==> config.mk <==
export PLATFORM = sky130hd
export DESIGN_NAME = dcad_decode
export DESIGN_NICKNAME = d
export VERILOG_FILES = /design/src/shared/dcad_pkg.sv /design/src/shared/dcad_if.sv /design/src/hw/dcad_capture.sv /design/src/hw/dcad_decode.sv
export SDC_FILE = /design/constraint.sdc
export NUM_CORES = 1
export LEC_CHECK = 0
export BUFFER_PORTS_ARGS = -buffer_cell sky130_fd_sc_hd__buf_2
export CAP_MARGIN = 20
export CORE_UTILIZATION = 35
export DETAILED_ROUTE_END_ITERATION = 10
export GPL_TIMING_DRIVEN = 0
export PLACE_DENSITY = 0.68
export SLEW_MARGIN = 20
export SYNTH_ARGS = -nofsm -noshare
export SYNTH_HDL_FRONTEND = slang
export SYNTH_SLANG_ARGS = --single-unit
==> constraint.sdc <==
create_clock -name clk -period 1.5 [get_ports clk]
set_input_delay 0.225 -clock clk [delete_from_list [all_inputs] [get_ports clk]]
set_output_delay 0.225 -clock clk [all_outputs]
set_load 0.1 [all_outputs]
==> src/shared/dcad_pkg.sv <==
// dcad_pkg: constants and types for the command/address decoder
// assumes: one 100 MHz clock, inputs already sampled on the rising edge
package dcad_pkg;
    localparam int ADDR_W = 18;
    localparam int ROW_W_DEF = 15;
    localparam int COL_W_DEF = 10;
    localparam int BANK_W = 2;
    localparam int GROUP_W = 1;
    localparam int AUTOCLOSE_BIT = 10;
    localparam int SHORTEN_BIT = 12;
    localparam int ADDR14_BIT = 14;
    localparam int ADDR15_BIT = 15;
    localparam int ADDR16_BIT = 16;
    localparam int ADDR17_BIT = 17;
    localparam int MR_SEL_W = GROUP_W + BANK_W;

    // strobe code {row, col, write}, all active low
    localparam logic [2:0] CODE_MRW = 3'h0;
    localparam logic [2:0] CODE_REF = 3'h1;
    localparam logic [2:0] CODE_PRE = 3'h2;
    localparam logic [2:0] CODE_WR = 3'h4;
    localparam logic [2:0] CODE_RD = 3'h5;

    typedef enum logic [2:0] {
        DCAD_CMD_NONE = 3'h0,
        DCAD_CMD_ACT = 3'h1,
        DCAD_CMD_RD = 3'h3,
        DCAD_CMD_WR = 3'h2,
        DCAD_CMD_PRE = 3'h6,
        DCAD_CMD_REF = 3'h7,
        DCAD_CMD_MRW = 3'h5,
        DCAD_CMD_OTHER = 3'h4
    } dcad_cmd_t;
endpackage : dcad_pkg

==> src/shared/dcad_if.sv <==
// dcad_if: sampled pin bundle between the capture stage and the decoder
// assumes: both ends run on the same clock
`timescale 1ns/1ps
interface dcad_if;
    logic sel_low;
    logic row_open_strobe_low;
    logic row_strobe_or_addr16;
    logic col_strobe_or_addr15;
    logic write_strobe_or_addr14;
    logic [dcad_pkg::ADDR_W-1:0] addr;
    logic [dcad_pkg::BANK_W-1:0] bank;
    logic [dcad_pkg::GROUP_W-1:0] group_select;
    logic low_byte_mask_low;
    modport src (output sel_low, row_open_strobe_low, row_strobe_or_addr16,
        col_strobe_or_addr15, write_strobe_or_addr14, addr, bank,
        group_select, low_byte_mask_low);
    modport dst (input sel_low, row_open_strobe_low, row_strobe_or_addr16,
        col_strobe_or_addr15, write_strobe_or_addr14, addr, bank,
        group_select, low_byte_mask_low);
endinterface : dcad_if

==> src/hw/dcad_capture.sv <==
// dcad_capture: registers every command/address pin on the rising edge
// assumes: the pins are synchronous to clk, driven by the controller
`timescale 1ns/1ps
module dcad_capture (
    input wire logic clk, // rising edge is the sampling crossing
    input wire logic resetn, // synchronous, active low
    input wire logic cs_low, // chip select, active low
    input wire logic row_open_strobe_low, // activate strobe
    input wire logic row_strobe_or_addr16, // shared pin
    input wire logic col_strobe_or_addr15, // shared pin
    input wire logic write_strobe_or_addr14, // shared pin
    input wire logic [dcad_pkg::ADDR_W-1:0] addr, // address inputs
    input wire logic [dcad_pkg::BANK_W-1:0] bank, // bank inputs
    input wire logic [dcad_pkg::GROUP_W-1:0] group_select, // group input
    input wire logic low_byte_mask_low, // shared mask ball
    dcad_if.src smp // sampled bundle
);
    logic next_sel_low;

    // ------------------------------------------------------------
    // sampling stage
    // ------------------------------------------------------------
    always_comb begin
        next_sel_low = cs_low;
    end

    always_ff @(posedge clk) begin
        if (!resetn) begin
            smp.sel_low <= 1'b1;
            smp.row_open_strobe_low <= 1'b1;
            smp.row_strobe_or_addr16 <= 1'b1;
            smp.col_strobe_or_addr15 <= 1'b1;
            smp.write_strobe_or_addr14 <= 1'b1;
            smp.addr <= '0;
            smp.bank <= '0;
            smp.group_select <= '0;
            smp.low_byte_mask_low <= 1'b1;
        end else begin
            smp.sel_low <= next_sel_low;
            smp.row_open_strobe_low <= row_open_strobe_low;
            smp.row_strobe_or_addr16 <= row_strobe_or_addr16;
            smp.col_strobe_or_addr15 <= col_strobe_or_addr15;
            smp.write_strobe_or_addr14 <= write_strobe_or_addr14;
            smp.addr <= addr;
            smp.bank <= bank;
            smp.group_select <= group_select;
            smp.low_byte_mask_low <= low_byte_mask_low;
        end
    end
endmodule : dcad_capture

==> src/hw/dcad_decode.sv <==
// dcad_decode: command/address decoder of a x16 memory device
// assumes: controller-driven pins synchronous to clk; stack ids unused
`timescale 1ns/1ps
module dcad_decode #(
    parameter int ROW_W = dcad_pkg::ROW_W_DEF, // row bits used by density
    parameter int COL_W = dcad_pkg::COL_W_DEF // column bits
) (
    input wire logic clk, // 100 MHz
    input wire logic resetn, // synchronous, active low
    input wire logic cs_low, // chip select, active low
    input wire logic row_open_strobe_low, // activate strobe, active low
    input wire logic row_strobe_or_addr16, // row strobe or row bit 16
    input wire logic col_strobe_or_addr15, // column strobe or row bit 15
    input wire logic write_strobe_or_addr14, // write strobe or row bit 14
    input wire logic [dcad_pkg::ADDR_W-1:0] addr, // address inputs
    input wire logic [dcad_pkg::BANK_W-1:0] bank, // bank inputs
    input wire logic [1:0] group_select, // group inputs, bit 1 unused
    input wire logic stack_id0, // ignored
    input wire logic stack_id1, // ignored
    input wire logic stack_id2, // ignored
    input wire logic low_byte_mask_low, // shared mask ball
    input wire logic mask_enable, // masking enabled by mode setting
    output logic cmd_valid, // one-cycle pulse, command decoded
    output dcad_pkg::dcad_cmd_t cmd_type, // decoded command
    output logic [ROW_W-1:0] row_addr, // activate row
    output logic [COL_W-1:0] col_addr, // read/write column
    output logic [dcad_pkg::BANK_W-1:0] bank_addr, // bank in group
    output logic [dcad_pkg::GROUP_W-1:0] group_addr, // group
    output logic autoclose, // read/write autoclose request
    output logic close_all, // precharge of all banks
    output logic burst_short, // read/write shortened burst
    output logic [dcad_pkg::ADDR_W-1:0] mr_opcode, // mode reg opcode
    output logic [dcad_pkg::MR_SEL_W-1:0] mr_select, // mode reg number
    output logic low_mask_active // lower byte mask asserted
);
    // parameter range checks, refused at elaboration
    if (ROW_W < 14 || ROW_W > dcad_pkg::ADDR_W) begin : g_bad_row
        $error("ROW_W out of range");
    end
    if (COL_W < 1 || COL_W > dcad_pkg::AUTOCLOSE_BIT) begin : g_bad_col
        $error("COL_W out of range");
    end

    dcad_if smp ();

    // ------------------------------------------------------------
    // pin sampling
    // ------------------------------------------------------------
    dcad_capture u_capture (
        .clk(clk),
        .resetn(resetn),
        .cs_low(cs_low),
        .row_open_strobe_low(row_open_strobe_low),
        .row_strobe_or_addr16(row_strobe_or_addr16),
        .col_strobe_or_addr15(col_strobe_or_addr15),
        .write_strobe_or_addr14(write_strobe_or_addr14),
        .addr(addr),
        .bank(bank),
        .group_select(group_select[dcad_pkg::GROUP_W-1:0]),
        .low_byte_mask_low(low_byte_mask_low),
        .smp(smp)
    );

    // stack ids and upper group bit have no use in this organisation
    logic unused_ok;
    assign unused_ok = stack_id0 ^ stack_id1 ^ stack_id2 ^ group_select[1];

    // ------------------------------------------------------------
    // command decode
    // ------------------------------------------------------------
    dcad_pkg::dcad_cmd_t dec_cmd;
    logic [dcad_pkg::ADDR_W-1:0] full_row;
    logic [2:0] code;

    always_comb begin
        code = {smp.row_strobe_or_addr16, smp.col_strobe_or_addr15,
            smp.write_strobe_or_addr14};
        full_row = smp.addr;
        full_row[dcad_pkg::ADDR16_BIT] = smp.row_strobe_or_addr16;
        full_row[dcad_pkg::ADDR15_BIT] = smp.col_strobe_or_addr15;
        full_row[dcad_pkg::ADDR14_BIT] = smp.write_strobe_or_addr14;
        if (smp.sel_low) begin
            dec_cmd = dcad_pkg::DCAD_CMD_NONE;
        end else if (!smp.row_open_strobe_low) begin
            dec_cmd = dcad_pkg::DCAD_CMD_ACT;
        end else begin
            case (code)
                dcad_pkg::CODE_MRW: dec_cmd = dcad_pkg::DCAD_CMD_MRW;
                dcad_pkg::CODE_REF: dec_cmd = dcad_pkg::DCAD_CMD_REF;
                dcad_pkg::CODE_PRE: dec_cmd = dcad_pkg::DCAD_CMD_PRE;
                dcad_pkg::CODE_WR: dec_cmd = dcad_pkg::DCAD_CMD_WR;
                dcad_pkg::CODE_RD: dec_cmd = dcad_pkg::DCAD_CMD_RD;
                default: dec_cmd = dcad_pkg::DCAD_CMD_OTHER;
            endcase
        end
    end

    // ------------------------------------------------------------
    // output registers
    // ------------------------------------------------------------
    logic next_cmd_valid;
    dcad_pkg::dcad_cmd_t next_cmd_type;
    logic [ROW_W-1:0] next_row_addr;
    logic [COL_W-1:0] next_col_addr;
    logic [dcad_pkg::BANK_W-1:0] next_bank_addr;
    logic [dcad_pkg::GROUP_W-1:0] next_group_addr;
    logic next_autoclose;
    logic next_close_all;
    logic next_burst_short;
    logic [dcad_pkg::ADDR_W-1:0] next_mr_opcode;
    logic [dcad_pkg::MR_SEL_W-1:0] next_mr_select;
    logic next_low_mask_active;
    logic is_rw;

    always_comb begin
        is_rw = (dec_cmd == dcad_pkg::DCAD_CMD_RD) ||
            (dec_cmd == dcad_pkg::DCAD_CMD_WR);
        next_cmd_valid = (dec_cmd != dcad_pkg::DCAD_CMD_NONE);
        next_cmd_type = dec_cmd;
        next_row_addr = row_addr;
        next_col_addr = col_addr;
        next_bank_addr = bank_addr;
        next_group_addr = group_addr;
        next_autoclose = 1'b0;
        next_close_all = 1'b0;
        next_burst_short = 1'b0;
        next_mr_opcode = mr_opcode;
        next_mr_select = mr_select;
        // bits above the density width are dropped, never addressed
        if (dec_cmd == dcad_pkg::DCAD_CMD_ACT) begin
            next_row_addr = full_row[ROW_W-1:0];
        end
        if (is_rw) begin
            next_col_addr = smp.addr[COL_W-1:0];
            next_autoclose = smp.addr[dcad_pkg::AUTOCLOSE_BIT];
            next_burst_short = !smp.addr[dcad_pkg::SHORTEN_BIT];
        end
        if (dec_cmd == dcad_pkg::DCAD_CMD_PRE) begin
            next_close_all = smp.addr[dcad_pkg::AUTOCLOSE_BIT];
        end
        if (is_rw || dec_cmd == dcad_pkg::DCAD_CMD_ACT ||
            dec_cmd == dcad_pkg::DCAD_CMD_PRE) begin
            next_bank_addr = smp.bank;
        end
        if (is_rw || dec_cmd == dcad_pkg::DCAD_CMD_ACT ||
            dec_cmd == dcad_pkg::DCAD_CMD_PRE ||
            dec_cmd == dcad_pkg::DCAD_CMD_REF) begin
            next_group_addr = smp.group_select;
        end
        if (dec_cmd == dcad_pkg::DCAD_CMD_MRW) begin
            next_mr_opcode = smp.addr;
            next_mr_select = {smp.group_select, smp.bank};
        end
        next_low_mask_active = mask_enable && !smp.low_byte_mask_low;
    end

    always_ff @(posedge clk) begin
        if (!resetn) begin
            cmd_valid <= 1'b0;
            cmd_type <= dcad_pkg::DCAD_CMD_NONE;
            row_addr <= '0;
            col_addr <= '0;
            bank_addr <= '0;
            group_addr <= '0;
            autoclose <= 1'b0;
            close_all <= 1'b0;
            burst_short <= 1'b0;
            mr_opcode <= '0;
            mr_select <= '0;
            low_mask_active <= 1'b0;
        end else begin
            cmd_valid <= next_cmd_valid;
            cmd_type <= next_cmd_type;
            row_addr <= next_row_addr;
            col_addr <= next_col_addr;
            bank_addr <= next_bank_addr;
            group_addr <= next_group_addr;
            autoclose <= next_autoclose;
            close_all <= next_close_all;
            burst_short <= next_burst_short;
            mr_opcode <= next_mr_opcode;
            mr_select <= next_mr_select;
            low_mask_active <= next_low_mask_active;
        end
    end
endmodule : dcad_decode

==> results.toml, run 1 <==
[clock_tree]
path_clk_slew_ns = 0.09
cts_root_buf = "clkbuf_8"
post_cts_buffers = 0
clk_latency_ns = 0.36
post_cts_resized = 0
clock_path_buffers = 2
clock_sinks = 84
cts_hold_buf = 0
cts_buffers = 9
tritoncts = "yes"
cts_max_level = 3

[finish]
diodes = 0
final_nets = 443
area_growth_pct = 25.7
drive_gt1_frac = 0.297
n_fill_cell = 823

[route]
firstDrtPassIters = 4
viasPerCell = 4.63
wl_per_cell_um = 13.8
vias = 2405
drt-total-wl_mm = 7.17
drtAntennaViolNets = 0
route.detailed.drc = 0
drtIter0Drc = 53

[pwr]
vdd_ir_drop_max_mv = 0.441
p_leak_nw = 1.60
power_mw = 4.30
cellPowerDensity_nw_per_um2 = 1150

[worst_setup_path]
cp_max_fo = 10
crit_type = "flop to flop"
slowest_delay_ns = 0.34
cp-end-kind = "flop"
critical-path-top-delay-family = "simple AND/OR/NAND/NOR gates"
critPathArrivalTime_ns = 1.68
slowest_stage = "dfxtp_1"
crit_required_ns = 1.79
worst-path-buf-inv = 2
cp_cell_sequence = "buf_2, and4bb_2, clkbuf_4, nand2_1, nor2_1"
critPathLaunchType = "flop"

[global_routing]
grt_antenna_before_repair = 0
gr-usage-all-layers = 0.175
grt_first_pass_wirelength_mm = 11.5
grt_max_degree = 17
gr-total-overflow = 0
grt_pass1_vias = 2330

[timing]
period_needed_ns = 1.39
fin_crit_sh = 0.926
relSlewSlack = 0.665
final_max_slew_viol_count = 0
worstMarginPinSlew_ns = 0.502
rsz0062_at_grt = "false"
fmax_ghz = 0.720
fin_tns_setup_ns = 0
finalClockSkew_ns = 0.00857
setup_viol = 0
finalHoldViolCount = 0

[run]
drv_cap = 0

[logic_synthesis]
synth_most_common_cell = "dfxtp_1"
synth_nets = 347
synth_xor_area_frac = 0
yosys-mux-area-fraction = 0.0101
ys_top_cells_by_area = "dfxtp_1 (56%), a21boi_1 (10%), nand2_1 (7.4%), and2_1 (4.4%), nand3_1 (3.7%)"
synth_top_family_by_area = "simple AND/OR/NAND/NOR gates"
yosys.area_share.simple = 0.213
synth_edf_count = 0
synth-main-ff-cell = "dfxtp_1"
yosys.area.top_type_share = 0.564
synth_area_um2 = 2980
yosysWarnings = 0
yosysUniqueCellTypes = 32
synth_seq_area_share = 0.564
synth_compound_area_frac = 0.169
synthAdderAreaFrac = 0
ys_top_cells_by_count = "dfxtp_1 (84), nand2_1 (59), a21boi_1 (40), nand3_1 (22), and2_1 (21)"
synth.ff_latch_count = 84
yosysTopAreaCell = "dfxtp_1"
async_flop_share = 0
syn_inst = 313
postSynthAreaPerCell_um2 = 9.53

[floorplan]
row_count = 33
die_width_um = 94.3
die_h_um = 94.3
die-area_um2 = 8900
ioPinCount = 91
start_util = 0.363
core_um2 = 8220

[min_path]
hp-class = "input port to flop"

[run_status]
status = "complete, no violations"

[placement]
routabilityCongestion = 0.747
io_buffers = 85
hpwl_mm = 5.23
==> metal layers <==
layer  share of wire  vias to the layer above  global-route usage  wire length, µm
li1                -                     1228                   -                -
met3           0.047                       14              0.0427              336
met4           0.019                        0              0.0756              134
met2            0.47                       63               0.291             3360
met1            0.47                     1100               0.216             3330
met5               0                        -                   0                0
==> placed cells by master (no fill, tap or decap), drive strengths merged <==
| cell type | instances |
|---|---|
| a21oi | 1 |
| a21boi | 47 |
| and3b | 1 |
| o21ai | 23 |
| or3 | 1 |
| buf | 99 |
| and4bb | 1 |
| nand3 | 22 |
| nor2 | 4 |
| nand2 | 59 |
| inv | 6 |
| clkinv | 1 |
| bufinv | 1 |
| nor2b | 1 |
| dfxtp | 84 |
| or2 | 1 |
| nor3 | 2 |
| and2b | 1 |
| nand4bb | 1 |
| and2 | 21 |
| nor4b | 1 |
| clkbuf | 20 |
| or3b | 1 |
| a31oi | 1 |
| o211a | 1 |
| mux2i | 3 |
| and3 | 1 |
| clkinvlp | 1 |
| nand2b | 8 |
==> area by class of cell <==
type	count	area [µm²]	area share
Clock buffer	9	124	0.0330
Clock inverter	7	81.3	0.0217
Inverter	2	7.51	0.00200
Sequential cell	84	1680	0.448
Buffer	25	130	0.0347
Multi-Input combinational cell	202	1170	0.312
Timing Repair Buffer	85	425	0.113
Tap cell	105	131	0.0350
==> path summary, 6_finish.rpt <==
check / from / endpoint / slack [ns] / cells past startpoint
worst min-delay path: low_byte_mask_low / u_capture.smp.low_byte_mask_low / 0.05 / 2
worst min register to register: u_capture.smp.addr[15] / mr_opcode[15] / 0.45 / 2
worst max register to register: u_capture.smp.row_open_strobe_low / burst_short / 0.11 / 5
worst max-delay path: u_capture.smp.row_open_strobe_low / burst_short / 0.11 / 5
==> power by group <==
group / switching [mW] / leakage, nW / internal, mW
registers: 0.0365 / 0.685 / 2.28
clock network: 0.861 / 0.101 / 0.795
logic: 0.220 / 0.816 / 0.110
==> state kept, by name, summed over array words and instances, names as in the netlist, 2 cells and up <==
signal              flops
cmd_type                3
u_capture.smp.bank      2
col_addr               10
row_addr               15
mr_opcode              18
mr_select               3
bank_addr               2
u_capture.smp.addr     18
==> stage by stage <==
| step | area [µm²] | util | cells | hold WS (ns) | worst slack [ns] |
|---|---|---|---|---|---|
| final | 3750 | 0.457 | 519 | 0.0453 | 0.111 |
| after global routing | 3750 | 0.457 | 519 | 0.0352 | 0.00714 |
| after CTS | 3750 | 0.456 | 519 | 0.0264 | 0.0765 |
| after detailed placement | 3540 | 0.431 | 503 | 0.408 | 0.0977 |
| after global placement | 3540 | 0.431 | 503 | 0.407 | 0.137 |
| after floorplan | 2980 | - | 313 | 0.326 | 0.151 |
==> cells by family after synthesis <==
family / count (synthesis)
AND/OR/NAND/NOR: 126
flip-flops: 84
AO/OA/AOI/OAI: 73
buffers and inverters: 27
multiplexers: 3
No activity file was read; power rests on OpenSTA's default activity.
==> inputs of run 2 (changes only) <==
--- a/config.mk
+++ b/config.mk
@@ -5,12 +5,12 @@
 export SDC_FILE = /design/constraint.sdc
 export NUM_CORES = 1
 export LEC_CHECK = 0
-export BUFFER_PORTS_ARGS = -buffer_cell sky130_fd_sc_hd__buf_2
 export CAP_MARGIN = 20
 export CORE_UTILIZATION = 35
 export DETAILED_ROUTE_END_ITERATION = 10
+export DONT_BUFFER_PORTS = 1
 export GPL_TIMING_DRIVEN = 0
-export PLACE_DENSITY = 0.68
+export PLACE_DENSITY = 0.59
 export SLEW_MARGIN = 20
 export SYNTH_ARGS = -nofsm -noshare
 export SYNTH_HDL_FRONTEND = slang
==> results.toml, run 2 (synthesis gave the netlist of run 1 again) <==
[worst_setup_path]
cp_max_fo = 10
crit_required_ns = 1.78
crit_type = "flop to flop"
critPathLaunchType = "flop"
reg2reg_from = "u_capture.smp.row_open_strobe_low"
r2r-end = "col_addr[7]"
r2r_cells = 5
cp_cell_sequence = "buf_2, and4bb_2, clkbuf_4, nand2_1, a21boi_1"
crit_start = "u_capture.smp.row_open_strobe_low"
rrSetupSlack_ns = 0.09
slowest_delay_ns = 0.34
cp-end-kind = "flop"
slowest_stage = "dfxtp_1"
critPathArrivalTime_ns = 1.69

[placement]
io_buffers = 0
place_area_um2 = 3120
routabilityCongestion = 0.717
hpwl_mm = 5.09

[floorplan]
ioPinCount = 91
die_h_um = 94.3
row_count = 33
die-area_um2 = 8900
start_util = 0.363
core_um2 = 8220
die_width_um = 94.3

[clock_tree]
clk_latency_ns = 0.36
cts_root_buf = "clkbuf_8"
clock_path_buffers = 2
clock_sinks = 84
cts_max_level = 3
tritoncts = "yes"
cts_buffers = 9
path_clk_slew_ns = 0.08
post_cts_buffers = 0

[timing]
worstMarginPinSlew_ns = 0.552
rsz0062_at_grt = "false"
period_needed_ns = 1.41
relSlewSlack = 0.632
fin_crit_sh = 0.941
finalHoldViolCount = 0
setup_viol = 0
fin_tns_setup_ns = 0
final_max_slew_viol_count = 0
finalClockSkew_ns = 0.0129
fmax_ghz = 0.708

[finish]
final_util = 0.443
layout_commonest_cell = "nand2_1"
area_growth_pct = 21.9
layout_common_cells = "nand2_1 (59), dfxtp_2 (58), a21boi_1 (40)"
n_fill_cell = 821
drive_gt1_frac = 0.271
diodes = 0
design_area_um2 = 3640
top_regs = "mr_opcode x18, u_capture.smp.addr x18, row_addr x15"
final_nets = 383

[run]
drv_cap = 0

[route]
wl_per_cell_um = 16.3
viasPerCell = 4.79
drtIter0Drc = 68
drtAntennaViolNets = 0
firstDrtPassIters = 4
drt-total-wl_mm = 7.47
route.detailed.drc = 0
vias = 2197

[min_path]
hp-class = "input port to flop"
whs_endpoint = "u_capture.smp.group_select"
hp-start = "group_select[0]"
hold_path_depth = 1

[global_routing]
grt_first_pass_wirelength_mm = 11.5
grt_antenna_before_repair = 0
gr-total-overflow = 0
grt_pass1_vias = 2195
grt_max_degree = 16
gr-usage-all-layers = 0.179

[pwr]
cellPowerDensity_nw_per_um2 = 1180
p_leak_nw = 1.31
vdd_ir_drop_max_mv = 0.457

[run_status]
status = "complete, no violations"
-- run 2: cell count changes in the layout (fill, tap and decap cells not counted), sizes merged --
cell and change:
inv -2, dlygate4sd3 +25, clkbuf -1, buf -84
clkinv +2
-- run 2: where the power goes --
group	internal (mW)	switching [mW]	leakage (nW)	total, mW
Sequential	2.28	0.143	0.714	2.43
Clock	0.778	0.845	0.100	1.62
Combinational	0.118	0.116	0.493	0.234
-- run 2: timing repair --
item                       in CTS  in global routing
hold buffers                   24                  1
pin swaps                       0                  1
hold endpoints to repair       24                  1
setup endpoints to repair      57                  5
gates resized for setup        57                  2
-- run 2: how the worst max path moves through the flow --
stage | end | slack, ns | cells after the start
finish | col_addr[7] | 0.09 | 5
global route | bank_addr[1] | 0.02 | 4
CTS | col_addr[7] | 0.04 | 5
detailed placement | col_addr[7] | 0.06 | 5
global placement | mr_select[2] | 0.1 | 2
floorplan | mr_select[2] | 0.15 | 2
-- run 2: metal layers --
metal  wire length [µm]  vias to the layer above  GRT usage
met5                  0                        -          0
met4                151                        0     0.0846
met3                544                       13     0.0564
met2               3450                       60      0.286
met1               3320                     1018      0.217
li1                   -                     1106          -
-- run 2: layout make-up --
cell class	instances	area, µm²	share of cell area
clock inverters	7	73.8	0.0203
flip-flops and latches	84	1750	0.482
repair buffers	25	250	0.0688
inverters	2	7.51	0.00206
clock buffers	9	124	0.0340
well taps	105	131	0.0361
plain buffers	25	128	0.0351
multi-input cells	202	1170	0.322
-- run 2: critical path: cells and delay by family (launching register included) --
| family | cells | cell delay, ns |
|---|---|---|
| and+or+nand+nor | 2 | 0.38 |
| DFF | 1 | 0.34 |
| buffers and inverters | 2 | 0.48 |
| AOI/OAI and AO/OA | 1 | 0.14 |
-- run 2: metrics by stage --
stage / cells / setup WS (ns) / hold WS, ns / power (mW)
global route: 459 / 0.0162 / 0.0169 / 4.46
detailed placement: 418 / 0.0565 / 0.331 / 2.66
global placement: 418 / 0.0964 / 0.329 / 2.66
CTS: 458 / 0.0371 / 0.00218 / 4.33
finish: 459 / 0.0881 / 0.00940 / 4.28
floorplan: 313 / 0.151 / 0.326 / 2.60
